$ cat src/hw/jpeg_ctrl_regs.svh
// Register offsets, field positions, reset values and page codes
`ifndef JPEG_CTRL_REGS_SVH
`define JPEG_CTRL_REGS_SVH
`define CTRL_OFS 8'h00
`define STAT_OFS 8'h02
`define PAGE_OFS 8'hF0
`define BYTE_OFS 8'hF1
`define PAGE_RST 3'h1
`define PAGE_CORE 3'h0
`define PAGE_PIPE1 3'h1
`define PAGE_PIPE2 3'h2
`define CTRL_RST 16'h0000
`define STAT_RST 4'h0
`define BYTE_RST 16'h0000
`define CTRL_EN_BIT 0
`define CTRL_TEST_BIT 1
`define CTRL_SRST_BIT 15
`define STAT_DONE_BIT 0
`define STAT_OVF_BIT 1
`define STAT_SPOOF_BIT 2
`define STAT_REORD_BIT 3
`define TEST_RAMS 17
`endif

$ cat src/hw/jpeg_ctrl_pkg.sv
// Types shared by the compression control block
package jpeg_ctrl_pkg;
    typedef enum logic [1:0] {
        SEQ_IDLE,
        SEQ_WAIT_FRAME,
        SEQ_ENCODE,
        SEQ_ABORT
    } seq_state_t;
endpackage

$ cat src/hw/jpeg_encoder_ctrl_status.sv
// Control, status, page-select and byte-wise access registers of the compression stage
`timescale 1ns/1ps
`include "jpeg_ctrl_regs.svh"

// Operation
// - A 3-bit page field at 0xF0, reset to 1, routes accesses to core, pipe page 1 or 2.
// - Address 0xF1 completes a 16-bit read or write as two successive byte transfers.
// - Setting control bit 0 starts compression at the next frame start, never mid-frame.
// - Control bit 1 hands the output FIFO and the sixteen re-order RAMs to register access.
// - In memory test one write reaches all 17 RAMs together and each RAM reads back alone.
// - Control bits 14 to 2 always read as zero.
// - Status bit 0 sets when a compressed image transfer completes and holds until cleared.
// - Clearing status bit 0 also clears the overflow, spoof and re-order error flags.
// - The clear only acts while the output buffer clock is running.
// - A FIFO overflow during a compressed transfer sets status bit 1 and ends it early.
// - A spoof frame too small for the stream sets status bit 2 until the done clear.
module jpeg_encoder_ctrl_status #(
    parameter int RAM_AW = 10,
    parameter int NRAM = `TEST_RAMS
) (
    input wire logic clk_sys,
    input wire logic rst_n,
    input wire logic reg_wr,
    input wire logic reg_rd,
    input wire logic reg_byte,
    input wire logic [7:0] reg_addr,
    input wire logic [15:0] reg_wdata,
    output logic [15:0] reg_rdata,
    output logic reg_rack,
    output logic [2:0] page_sel,
    input wire logic frame_start,
    input wire logic xfer_done_evt,
    input wire logic fifo_ovf_evt,
    input wire logic spoof_ovs_evt,
    input wire logic reorder_err_evt,
    input wire logic obuf_clk_alive,
    output logic encode_active,
    output logic xfer_abort,
    output logic mem_test_mode,
    output logic encoder_soft_reset,
    output jpeg_ctrl_pkg::seq_state_t seq_state,
    input wire logic test_wr,
    input wire logic test_bcast,
    input wire logic [4:0] test_ram_idx,
    input wire logic [RAM_AW-1:0] test_addr,
    input wire logic [15:0] test_wdata,
    input wire logic [NRAM*16-1:0] ram_rdata_all,
    output logic [NRAM-1:0] ram_test_we,
    output logic [RAM_AW-1:0] ram_test_addr,
    output logic [15:0] ram_test_wdata,
    output logic [15:0] test_rdata
);
    import jpeg_ctrl_pkg::*;

    // ------------------------------------------------------------
    // Declarations
    // ------------------------------------------------------------
    logic [2:0] page_r, page_nxt;
    logic [15:0] ctrl_r, ctrl_nxt;
    logic [3:0] stat_r, stat_nxt;
    logic [7:0] hi_r, hi_nxt;
    logic [7:0] lo_r, lo_nxt;
    logic [7:0] tgt_r, tgt_nxt;
    logic [15:0] rdata_r, rdata_nxt;
    logic rack_r, rack_nxt;
    logic alive_s1_r, alive_s2_r;
    seq_state_t seq_r, seq_nxt;
    logic active_r, active_nxt;
    logic abort_r, abort_nxt;
    logic [NRAM-1:0] we_r, we_nxt;
    logic [RAM_AW-1:0] taddr_r, taddr_nxt;
    logic [15:0] twdata_r, twdata_nxt;
    logic [15:0] trdata_r, trdata_nxt;
    logic wr_go;
    logic [7:0] wr_a;
    logic [15:0] wr_d;
    logic srst;
    logic clr_req;
    logic [15:0] rd_val;

    // ------------------------------------------------------------
    // Address decode
    // ------------------------------------------------------------
    // Page-2 registers answer only while the page field selects page 2
    function automatic logic hit_pipe2(input logic [7:0] a, input logic [2:0] pg,
                                       input logic [7:0] ofs);
        hit_pipe2 = (pg == `PAGE_PIPE2) && (a == ofs);
    endfunction

    function automatic logic [15:0] reg_value(input logic [7:0] a, input logic [2:0] pg,
                                              input logic [15:0] c, input logic [3:0] s);
        reg_value = 16'h0000;
        if (a == `PAGE_OFS) begin
            reg_value = {13'h0000, pg};
        end else if (hit_pipe2(a, pg, `CTRL_OFS)) begin
            reg_value = {c[`CTRL_SRST_BIT], 13'h0000, c[`CTRL_TEST_BIT:`CTRL_EN_BIT]};
        end else if (hit_pipe2(a, pg, `STAT_OFS)) begin
            reg_value = {12'h000, s};
        end
    endfunction

    // ------------------------------------------------------------
    // Register port and byte-wise access
    // ------------------------------------------------------------
    assign rd_val = reg_value(reg_addr, page_r, ctrl_r, stat_r);

    always_comb begin
        page_nxt = page_r;
        ctrl_nxt = ctrl_r;
        hi_nxt = hi_r;
        lo_nxt = lo_r;
        tgt_nxt = tgt_r;
        rdata_nxt = rdata_r;
        rack_nxt = 1'b0;
        wr_go = 1'b0;
        wr_a = reg_addr;
        wr_d = reg_wdata;
        if (reg_wr) begin
            if (reg_addr == `BYTE_OFS) begin
                // Low byte completes the word staged by the previous byte write
                wr_go = 1'b1;
                wr_a = tgt_r;
                wr_d = {hi_r, reg_wdata[7:0]};
            end else if (reg_byte) begin
                hi_nxt = reg_wdata[7:0];
                tgt_nxt = reg_addr;
            end else begin
                wr_go = 1'b1;
            end
        end
        if (wr_go) begin
            if (wr_a == `PAGE_OFS) begin
                page_nxt = wr_d[2:0];
            end else if (hit_pipe2(wr_a, page_r, `CTRL_OFS)) begin
                ctrl_nxt = 16'h0000;
                ctrl_nxt[`CTRL_EN_BIT] = wr_d[`CTRL_EN_BIT];
                ctrl_nxt[`CTRL_TEST_BIT] = wr_d[`CTRL_TEST_BIT];
                ctrl_nxt[`CTRL_SRST_BIT] = wr_d[`CTRL_SRST_BIT];
            end
        end
        if (reg_rd) begin
            rack_nxt = 1'b1;
            if (reg_addr == `BYTE_OFS) begin
                rdata_nxt = {8'h00, lo_r};
            end else if (reg_byte) begin
                rdata_nxt = {8'h00, rd_val[15:8]};
                lo_nxt = rd_val[7:0];
            end else begin
                rdata_nxt = rd_val;
            end
        end
    end

    always_ff @(posedge clk_sys or negedge rst_n) begin
        if (!rst_n) begin
            page_r <= `PAGE_RST;
            ctrl_r <= `CTRL_RST;
            hi_r <= 8'h00;
            lo_r <= 8'h00;
            tgt_r <= 8'h00;
            rdata_r <= `BYTE_RST;
            rack_r <= 1'b0;
        end else begin
            page_r <= page_nxt;
            ctrl_r <= ctrl_nxt;
            hi_r <= hi_nxt;
            lo_r <= lo_nxt;
            tgt_r <= tgt_nxt;
            rdata_r <= rdata_nxt;
            rack_r <= rack_nxt;
        end
    end

    // ------------------------------------------------------------
    // Output buffer clock presence synchroniser
    // ------------------------------------------------------------
    always_ff @(posedge clk_sys or negedge rst_n) begin
        if (!rst_n) begin
            alive_s1_r <= 1'b0;
            alive_s2_r <= 1'b0;
        end else begin
            alive_s1_r <= obuf_clk_alive;
            alive_s2_r <= alive_s1_r;
        end
    end

    // ------------------------------------------------------------
    // Status flags
    // ------------------------------------------------------------
    assign srst = ctrl_r[`CTRL_SRST_BIT];
    // Acknowledge needs a running output buffer clock
    assign clr_req = wr_go && hit_pipe2(wr_a, page_r, `STAT_OFS)
                     && wr_d[`STAT_DONE_BIT] && alive_s2_r;

    always_comb begin
        stat_nxt = stat_r;
        if (clr_req) begin
            stat_nxt = `STAT_RST;
        end
        // New events win over a clear in the same cycle
        if (xfer_done_evt && active_r) begin
            stat_nxt[`STAT_DONE_BIT] = 1'b1;
        end
        if (fifo_ovf_evt && active_r) begin
            stat_nxt[`STAT_OVF_BIT] = 1'b1;
        end
        if (spoof_ovs_evt && active_r) begin
            stat_nxt[`STAT_SPOOF_BIT] = 1'b1;
        end
        if (reorder_err_evt) begin
            stat_nxt[`STAT_REORD_BIT] = 1'b1;
        end
        if (srst) begin
            stat_nxt = `STAT_RST;
        end
    end

    always_ff @(posedge clk_sys or negedge rst_n) begin
        if (!rst_n) begin
            stat_r <= `STAT_RST;
        end else begin
            stat_r <= stat_nxt;
        end
    end

    // ------------------------------------------------------------
    // Frame sequencer
    // ------------------------------------------------------------
    always_comb begin
        seq_nxt = seq_r;
        abort_nxt = 1'b0;
        case (seq_r)
            SEQ_IDLE: begin
                if (ctrl_r[`CTRL_EN_BIT]) begin
                    seq_nxt = SEQ_WAIT_FRAME;
                end
            end
            SEQ_WAIT_FRAME: begin
                if (!ctrl_r[`CTRL_EN_BIT]) begin
                    seq_nxt = SEQ_IDLE;
                end else if (frame_start) begin
                    seq_nxt = SEQ_ENCODE;
                end
            end
            SEQ_ENCODE: begin
                if (fifo_ovf_evt) begin
                    seq_nxt = SEQ_ABORT;
                    abort_nxt = 1'b1;
                end else if (xfer_done_evt) begin
                    seq_nxt = ctrl_r[`CTRL_EN_BIT] ? SEQ_WAIT_FRAME : SEQ_IDLE;
                end
            end
            SEQ_ABORT: begin
                seq_nxt = ctrl_r[`CTRL_EN_BIT] ? SEQ_WAIT_FRAME : SEQ_IDLE;
            end
            default: begin
                seq_nxt = SEQ_IDLE;
            end
        endcase
        if (srst || ctrl_r[`CTRL_TEST_BIT]) begin
            seq_nxt = SEQ_IDLE;
            abort_nxt = 1'b0;
        end
        active_nxt = (seq_nxt == SEQ_ENCODE);
    end

    always_ff @(posedge clk_sys or negedge rst_n) begin
        if (!rst_n) begin
            seq_r <= SEQ_IDLE;
            active_r <= 1'b0;
            abort_r <= 1'b0;
        end else begin
            seq_r <= seq_nxt;
            active_r <= active_nxt;
            abort_r <= abort_nxt;
        end
    end

    // ------------------------------------------------------------
    // Memory test access path
    // ------------------------------------------------------------
    generate
        for (genvar i = 0; i < NRAM; i++) begin : g_we
            // Broadcast reaches every RAM, otherwise only the indexed one
            always_comb begin
                we_nxt[i] = ctrl_r[`CTRL_TEST_BIT] && test_wr
                            && (test_bcast || (test_ram_idx == 5'(i)));
            end
        end
    endgenerate

    always_comb begin
        taddr_nxt = test_addr;
        twdata_nxt = test_wdata;
        trdata_nxt = 16'h0000;
        if (ctrl_r[`CTRL_TEST_BIT] && (32'(test_ram_idx) < NRAM)) begin
            trdata_nxt = ram_rdata_all[test_ram_idx*16 +: 16];
        end
    end

    always_ff @(posedge clk_sys or negedge rst_n) begin
        if (!rst_n) begin
            we_r <= '0;
            taddr_r <= '0;
            twdata_r <= 16'h0000;
            trdata_r <= 16'h0000;
        end else begin
            we_r <= we_nxt;
            taddr_r <= taddr_nxt;
            twdata_r <= twdata_nxt;
            trdata_r <= trdata_nxt;
        end
    end

    // ------------------------------------------------------------
    // Outputs
    // ------------------------------------------------------------
    assign reg_rdata = rdata_r;
    assign reg_rack = rack_r;
    assign page_sel = page_r;
    assign encode_active = active_r;
    assign xfer_abort = abort_r;
    assign mem_test_mode = ctrl_r[`CTRL_TEST_BIT];
    assign encoder_soft_reset = ctrl_r[`CTRL_SRST_BIT];
    assign seq_state = seq_r;
    assign ram_test_we = we_r;
    assign ram_test_addr = taddr_r;
    assign ram_test_wdata = twdata_r;
    assign test_rdata = trdata_r;

endmodule

$ cat config.mk
export PLATFORM = sky130hd
export DESIGN_NAME = jpeg_encoder_ctrl_status
export DESIGN_NICKNAME = d
export VERILOG_FILES = /design/src/hw/jpeg_ctrl_pkg.sv /design/src/hw/jpeg_encoder_ctrl_status.sv
export VERILOG_INCLUDE_DIRS = /design/src /design/src/hw
export SDC_FILE = /design/constraint.sdc
export NUM_CORES = 1
export LEC_CHECK = 0
export ABC_AREA = 0
export BUFFER_PORTS_ARGS = -buffer_cell sky130_fd_sc_hd__buf_2
export CORE_AREA = 5 5 163 165
export DETAILED_ROUTE_END_ITERATION = 10
export DIE_AREA = 0 0 168 170
export GPL_TIMING_DRIVEN = 1
export PLACE_DENSITY = 0.52
export REMOVE_ABC_BUFFERS = 1
export SLEW_MARGIN = 20
export SYNTH_ARGS = -nofsm -noshare
export SYNTH_HDL_FRONTEND = slang
export SYNTH_SLANG_ARGS = --single-unit
$ cat constraint.sdc
create_clock -name clk_sys -period 2.4 [get_ports clk_sys]
set_clock_uncertainty 0.05 [all_clocks]
set_input_delay 0.48 -clock clk_sys [delete_from_list [all_inputs] [get_ports clk_sys]]
set_output_delay 0.48 -clock clk_sys [all_outputs]
set_load 0.02 [all_outputs]
== After elaboration in Yosys (flattened, before gate mapping) ==
Index checks and enable logic that the tools add are counted.
Cells by class
  reduce and logical (&&, ||, !) cells: 59
  bitwise gates (word level): 2
  magnitude comparators: 1
  mux-type cells: 31
  shifts and indexed selects: 1
  equal/unequal tests: 26
Operators by type and width (number)
  $shiftx 272x10->16: 1
  $mux 16: 7
  $eq 5x4->1 const B: 8
  $logic_and 1x1->1: 29
  $eq 8x8->1 const B: 3
  $eq 5x3->1 const B: 4
  $logic_or 1x1->1: 18
  $eq 8x2->1 const B: 2
  $logic_not 8->1: 2
  $mux 8: 2
  $mux 1: 12
  $mux 2: 6
  $mux 4: 3
  $reduce_bool 3->1: 4
  $eq 5x2->1 const B: 2
  $reduce_and 3->1: 3
  $pmux 2 s4: 1
  $eq 2x2->1 const B: 3
  $eq 5x1->1 const B: 1
  $eq 5x5->1 const B: 1
  $logic_not 5->1: 1
  $lt 5x5->1 const B: 1
  $eq 3x2->1 const B: 1
  $eq 2x1->1 const B: 1
  3 further kinds: 4
Storage, ports and cells
  word-level logic and storage cells: 140
  input port bits: 340
  output and inout port bits: 85
  flip-flop bits (word level): 116

== Depth between registers and ports, before layout ==
  depth after elaboration: 11
  gate-level depth with buffers: 7
  gate-level depth less buffers: 5

== Worst setup path before layout ==
No wires, ideal clock.
  path kind: input -> register
  from: in test_ram_idx[0]
  to: reg trdata_r[5] (netlist: test_rdata[5])
  data arrival time: 2.351 ns
  data required time: 2.217 ns
  buffers on the path: 3
  slack: -0.134 ns
  stages: 7
  setup time: 0.133 ns
  cells stage by stage: clkbuf_1 buf_2 buf_2 mux4_2 mux4_2 inv_1 o21ai_0
On the way
  cells in the longest elaborated chain, start to end: 3
  elaborated cells between the ends (all ways): 4
  those cells by class: 1 x order compare; 1 x shift; 1 x mux; 1 x reduce/logical
RTL lines
  from (decl): RTL line jpeg_encoder_ctrl_status.sv:44  | input wire logic [4:0] test_ram_idx,
  parallel branches: the longest is 2 deep, another holds $shiftx 272x10->16
  $mux 16 (*): RTL line jpeg_encoder_ctrl_status.sv:296  | if (ctrl_r[`CTRL_TEST_BIT] && (32'(test_ram_idx) < NRAM)) begin
  via trdata_nxt[5]: RTL line jpeg_encoder_ctrl_status.sv:73  | logic [15:0] trdata_r, trdata_nxt;
  to (signal assigned): RTL line jpeg_encoder_ctrl_status.sv:311  | trdata_r <= trdata_nxt;
  to (decl): RTL line jpeg_encoder_ctrl_status.sv:73
Mark *: on every way through the listed nets, which the timed path passes.
A chain may end at the register's enable or synchronous reset.

== Worst setup path in the final report ==
  from: in reg_addr[2]
  to: reg ctrl_r[1]
On the way
  cells in the longest elaborated chain, start to end: 6
  elaborated cells between the ends (all ways): 10
  those cells by class: 2 x eq/ne; 4 x mux; 1 x bitwise; 3 x reduce/logical
RTL lines
  from (decl): RTL line jpeg_encoder_ctrl_status.sv:26  | input wire logic [7:0] reg_addr,
  $eq 8x8->1 (no source line)
  $mux 8: RTL line jpeg_encoder_ctrl_status.sv:119  | if (reg_addr == `BYTE_OFS) begin
  $mux 8: RTL line jpeg_encoder_ctrl_status.sv:118  | if (reg_wr) begin
  $eq 8x8->1 (no source line) / $logic_not 8->1 (equally long branches)
  $not 1->1 (no source line) / $logic_and 1x1->1 (equally long branches)
  $reduce_and 3->1 (no source line) (*)
  to (signal assigned): RTL line jpeg_encoder_ctrl_status.sv:157  | ctrl_r <= `CTRL_RST;
  to (signal assigned): RTL line jpeg_encoder_ctrl_status.sv:165  | ctrl_r <= ctrl_nxt;
  to (decl): RTL line jpeg_encoder_ctrl_status.sv:59  | logic [15:0] ctrl_r, ctrl_nxt;
Every way passes the cells marked *; elsewhere a longest branch is shown, timed or not.

==> reports/summary.txt <==
==================================================================================
Result of the run                                                     finished clean
Setup repair after global routing missed its margin                          false
Ys Warns                                                                         0
GRT Resource Usage Total                                                     16.2%
Final wirelength                                                           23.9 mm
CP startpoint kind                                                      input port
PD cells                                                               484 nW/um^2
Remaining global-route overflow                                                  0
Clock insertion delay at the later pin of the skew report                  0.34 ns
Data arrival at the endpoint of the critical path                          2.47 ns
Beginning of the critical path                                         reg_addr[2]
Area used by sequential logic in the layout                              2380 um^2
Fillcell total                                                               2,554
CTS root buffer                                                          clkbuf_16
Power Internal                                                             3.10 mW
Clock buffer count from CTS                                                      9
Ranking of synthesized cells by instance count                        dfrtp_1 (94), mux4_2 (80), nand2_1 (28)
Share of async-settable or async-resettable flops after synthesis             100%
Drt via density                                                               4.60
Sw Pwr                                                                     1.05 mW
Worst-path cell with the longest stage delay                                or4b_4
Setup violation total in the final timing report                                 0
Die Outline Area                                                       28,600 um^2
First-iteration detailed-routing DRC count                                     362
Final Wtd Congestion                                                         0.875
I/O pin cnt                                                                    425
Pin count of the biggest net entering global routing                            45
Number of iterations in the first detailed-routing pass                          4
Most numerous cell in the Yosys netlist                                    dfrtp_1
Area used by multi-input combinational logic                             2970 um^2
Clock tree from TritonCTS                                                     done
Synth top area share                                                         42.3%
Port Buf Inserts                                                               403
Die boundary height                                                         170 um
Required time of the critical path                                         2.57 ns
Leakage                                                                    4.27 nW
Maximum clock insertion buffer count                                             2
Slew headroom                                                                45.7%
Summed negative setup slack over all endpoints                                0 ns
Quantity of hold-fixing buffers added after cts                                  0
Number of flops mapped to enable cells by yosys                                  0
Clock net sink count                                                            95
Via count of the first global-routing pass                                   5,826
Worst Setup Path Type                                                       in2reg
Seq/Total Area, Yosys                                                        42.8%
Cells after Synth                                                              420
Antenna violations before repair                                                 9
Achievable Freq                                                          0.434 GHz
Antenna viol nets, final                                                         0
Largest cells by area after synthesis                                 dfrtp_1 (42%), mux4_2 (32%), mux2_2 (3.4%), o21ai_0 (2.1%), nand2_1 (1.9%)
Number of max-cap violations                                                     0
Worst reg2reg startpoint                                               page_sel[2]
Area of the core                                                       24,900 um^2
Power share of the combinational group                                       22.5%
Part of the cycle the worst path needs                                       95.9%
Share of final-layout standard cells stronger than drive strength 1          66.6%
Worst Max-Slew Pin Slew                                                   0.815 ns
Worst IR drop on VDD                                                      0.334 mV
Wire length of the first global-routing pass                               35.0 mm
Number of design rule violations left after detail routing                       0
Netlist Area Pre-Place                                                   5560 um^2
Power share of the clock group                                               37.0%
Post-detail-place hpwl                                                     20.7 mm
Period minus WS final                                                      2.30 ns
Worst Hold Slack                                                         0.0734 ns
Layout net count                                                             1,183
Starting utilization of the core area                                        22.3%
Final Hold Viols                                                                 0
Maximum net fanout on the critical path                                          7
Number of vias in the routed layout                                          5,429
Slew Viols, Final                                                                0
Unique masters post-synth                                                       44
Total number of placement rows                                                  58
Clock transition at the registers of the reported paths                    0.07 ns
Hold Crit Class                                                           in2async
Primary FF master, synth                                                   dfrtp_1
Cell type with the largest total area after synthesis                      dfrtp_1
Layout area overhead                                                         54.1%
Cell breakdown of the critical path                                   buf_2, or4b_4, nor4b_1, o2111ai_1, nor3b_2, mux2_2
FF+latch count, synth                                                           95
Detail-routed net length per standard cell                                 20.3 um
Worst setup EP type                                                           flop
Sw frac                                                                      25.2%
Register share of total power                                                40.5%
Stage delay of the slowest cell on the critical path                       0.61 ns
Horizontal die dimension                                                    168 um
Average footprint of a synthesized cell                                  13.2 um^2
H-Tree Level Count                                                               3
==================================================================================
## layout by cell type, fill, tap and decap left out, types with 2 or more instances in the layout
cell,n
nor3_1,4
nand3_1,2
dfrtp_1,94
a2bb2oi_1,3
o21ai_0,23
nor2b_1,4
a21oi_1,18
inv_1,21
nor3b_1,3
and4_1,2
and3_1,3
nand2b_1,5
nor4_1,5
conb_1,10
buf_4,40
o22ai_1,2
nor4b_1,3
buf_12,5
buf_2,400
mux4_2,80
clkbuf_16,9
nor2_1,27
bufinv_16,2
clkinv_2,2
nand4_1,4
o41ai_2,2
a31oi_1,8
mux2_2,17
nand2_1,28
## path summary, 6_finish.rpt
path	endpoint	slack, ns	cells after the start
max in group asynchronous	ram_test_we[10]	1.52	2
worst max-delay path	ctrl_r[1]	0.1	6
worst min-delay path	page_sel[2]	0.07	1
min in group clk_sys	ram_test_wdata[0]	0.19	1
worst max register to register	ctrl_r[1]	0.29	5
worst min register to register	alive_s2_r	0.30	0
## flip-flops by register name (all words and copies together) (netlist names), 4 cells and up
name            count
lo_r                4
reg_rdata           6
ram_test_addr      10
tgt_r               8
ram_test_we        17
ram_test_wdata     16
stat_r              4
test_rdata         16
## worst max-delay path: cells and delay by family
family          cells  cell delay [ns]
simple gates        3             1.27
compound gates      1             0.25
mux                 1             0.38
buf+inv             1             0.10
## cell type report
cell class | count | area share (%)
Multi-Input combinational cell | 271 | 34.7
Timing Repair Buffer | 445 | 28.0
Sequential cell | 95 | 27.8
Tap cell | 330 | 4.82
Clock buffer | 9 | 2.63
Clock inverter | 7 | 1.11
Inverter | 21 | 0.920
Antenna cell | 1 | 0.0292
## cell families after synthesis
logic type	Yosys count	share of synthesized area, %
compound gates	69	7.63
buf+inv	63	5.02
flops	95	42.8
mux	97	35.9
other cells	1	0.0675
simple gates	95	8.62
## power by group through the flow
stage / logic (mW) / registers, mW / clock network (mW)
after global placement: 0.933 / 1.71 / 0
after CTS: 0.947 / 1.68 / 1.60
after floorplan: 0.352 / 1.74 / 0
final: 0.935 / 1.68 / 1.53
after global routing: 1.02 / 1.69 / 1.68
after detailed placement: 0.943 / 1.71 / 0
## layer usage
metal | share of wire (%) | track usage, %
met4 | 1.2 | 3.07
met3 | 9.0 | 5.27
met2 | 50 | 28.3
met5 | 0.42 | 0
met1 | 39 | 19.7
## stage by stage
stage	util, %	setup WS (ns)	area (um^2)	total power, mW	instances
6_report	34.4	0.0984	8570	4.15	1179
5_1_grt	34.4	0.0466	8570	4.38	1179
4_1_cts	34.3	0.0522	8550	4.23	1178
3_5_place_dp	33.0	-0.384	8210	2.65	1162
3_3_place_gp	33.0	-0.351	8210	2.64	1162
2_1_floorplan	-	-0.0865	5390	2.10	387
## repair_timing
| item | in CTS | in global routing |
|---|---|---|
| endpoints found under the setup margin | 3 | 3 |
| gates cloned | 0 | 0 |
| gates resized for setup | 3 | 2 |
| pin swaps | 0 | 1 |
| buffers inserted | 0 | 0 |
Note: power is estimated with default switching activity, not from simulation.
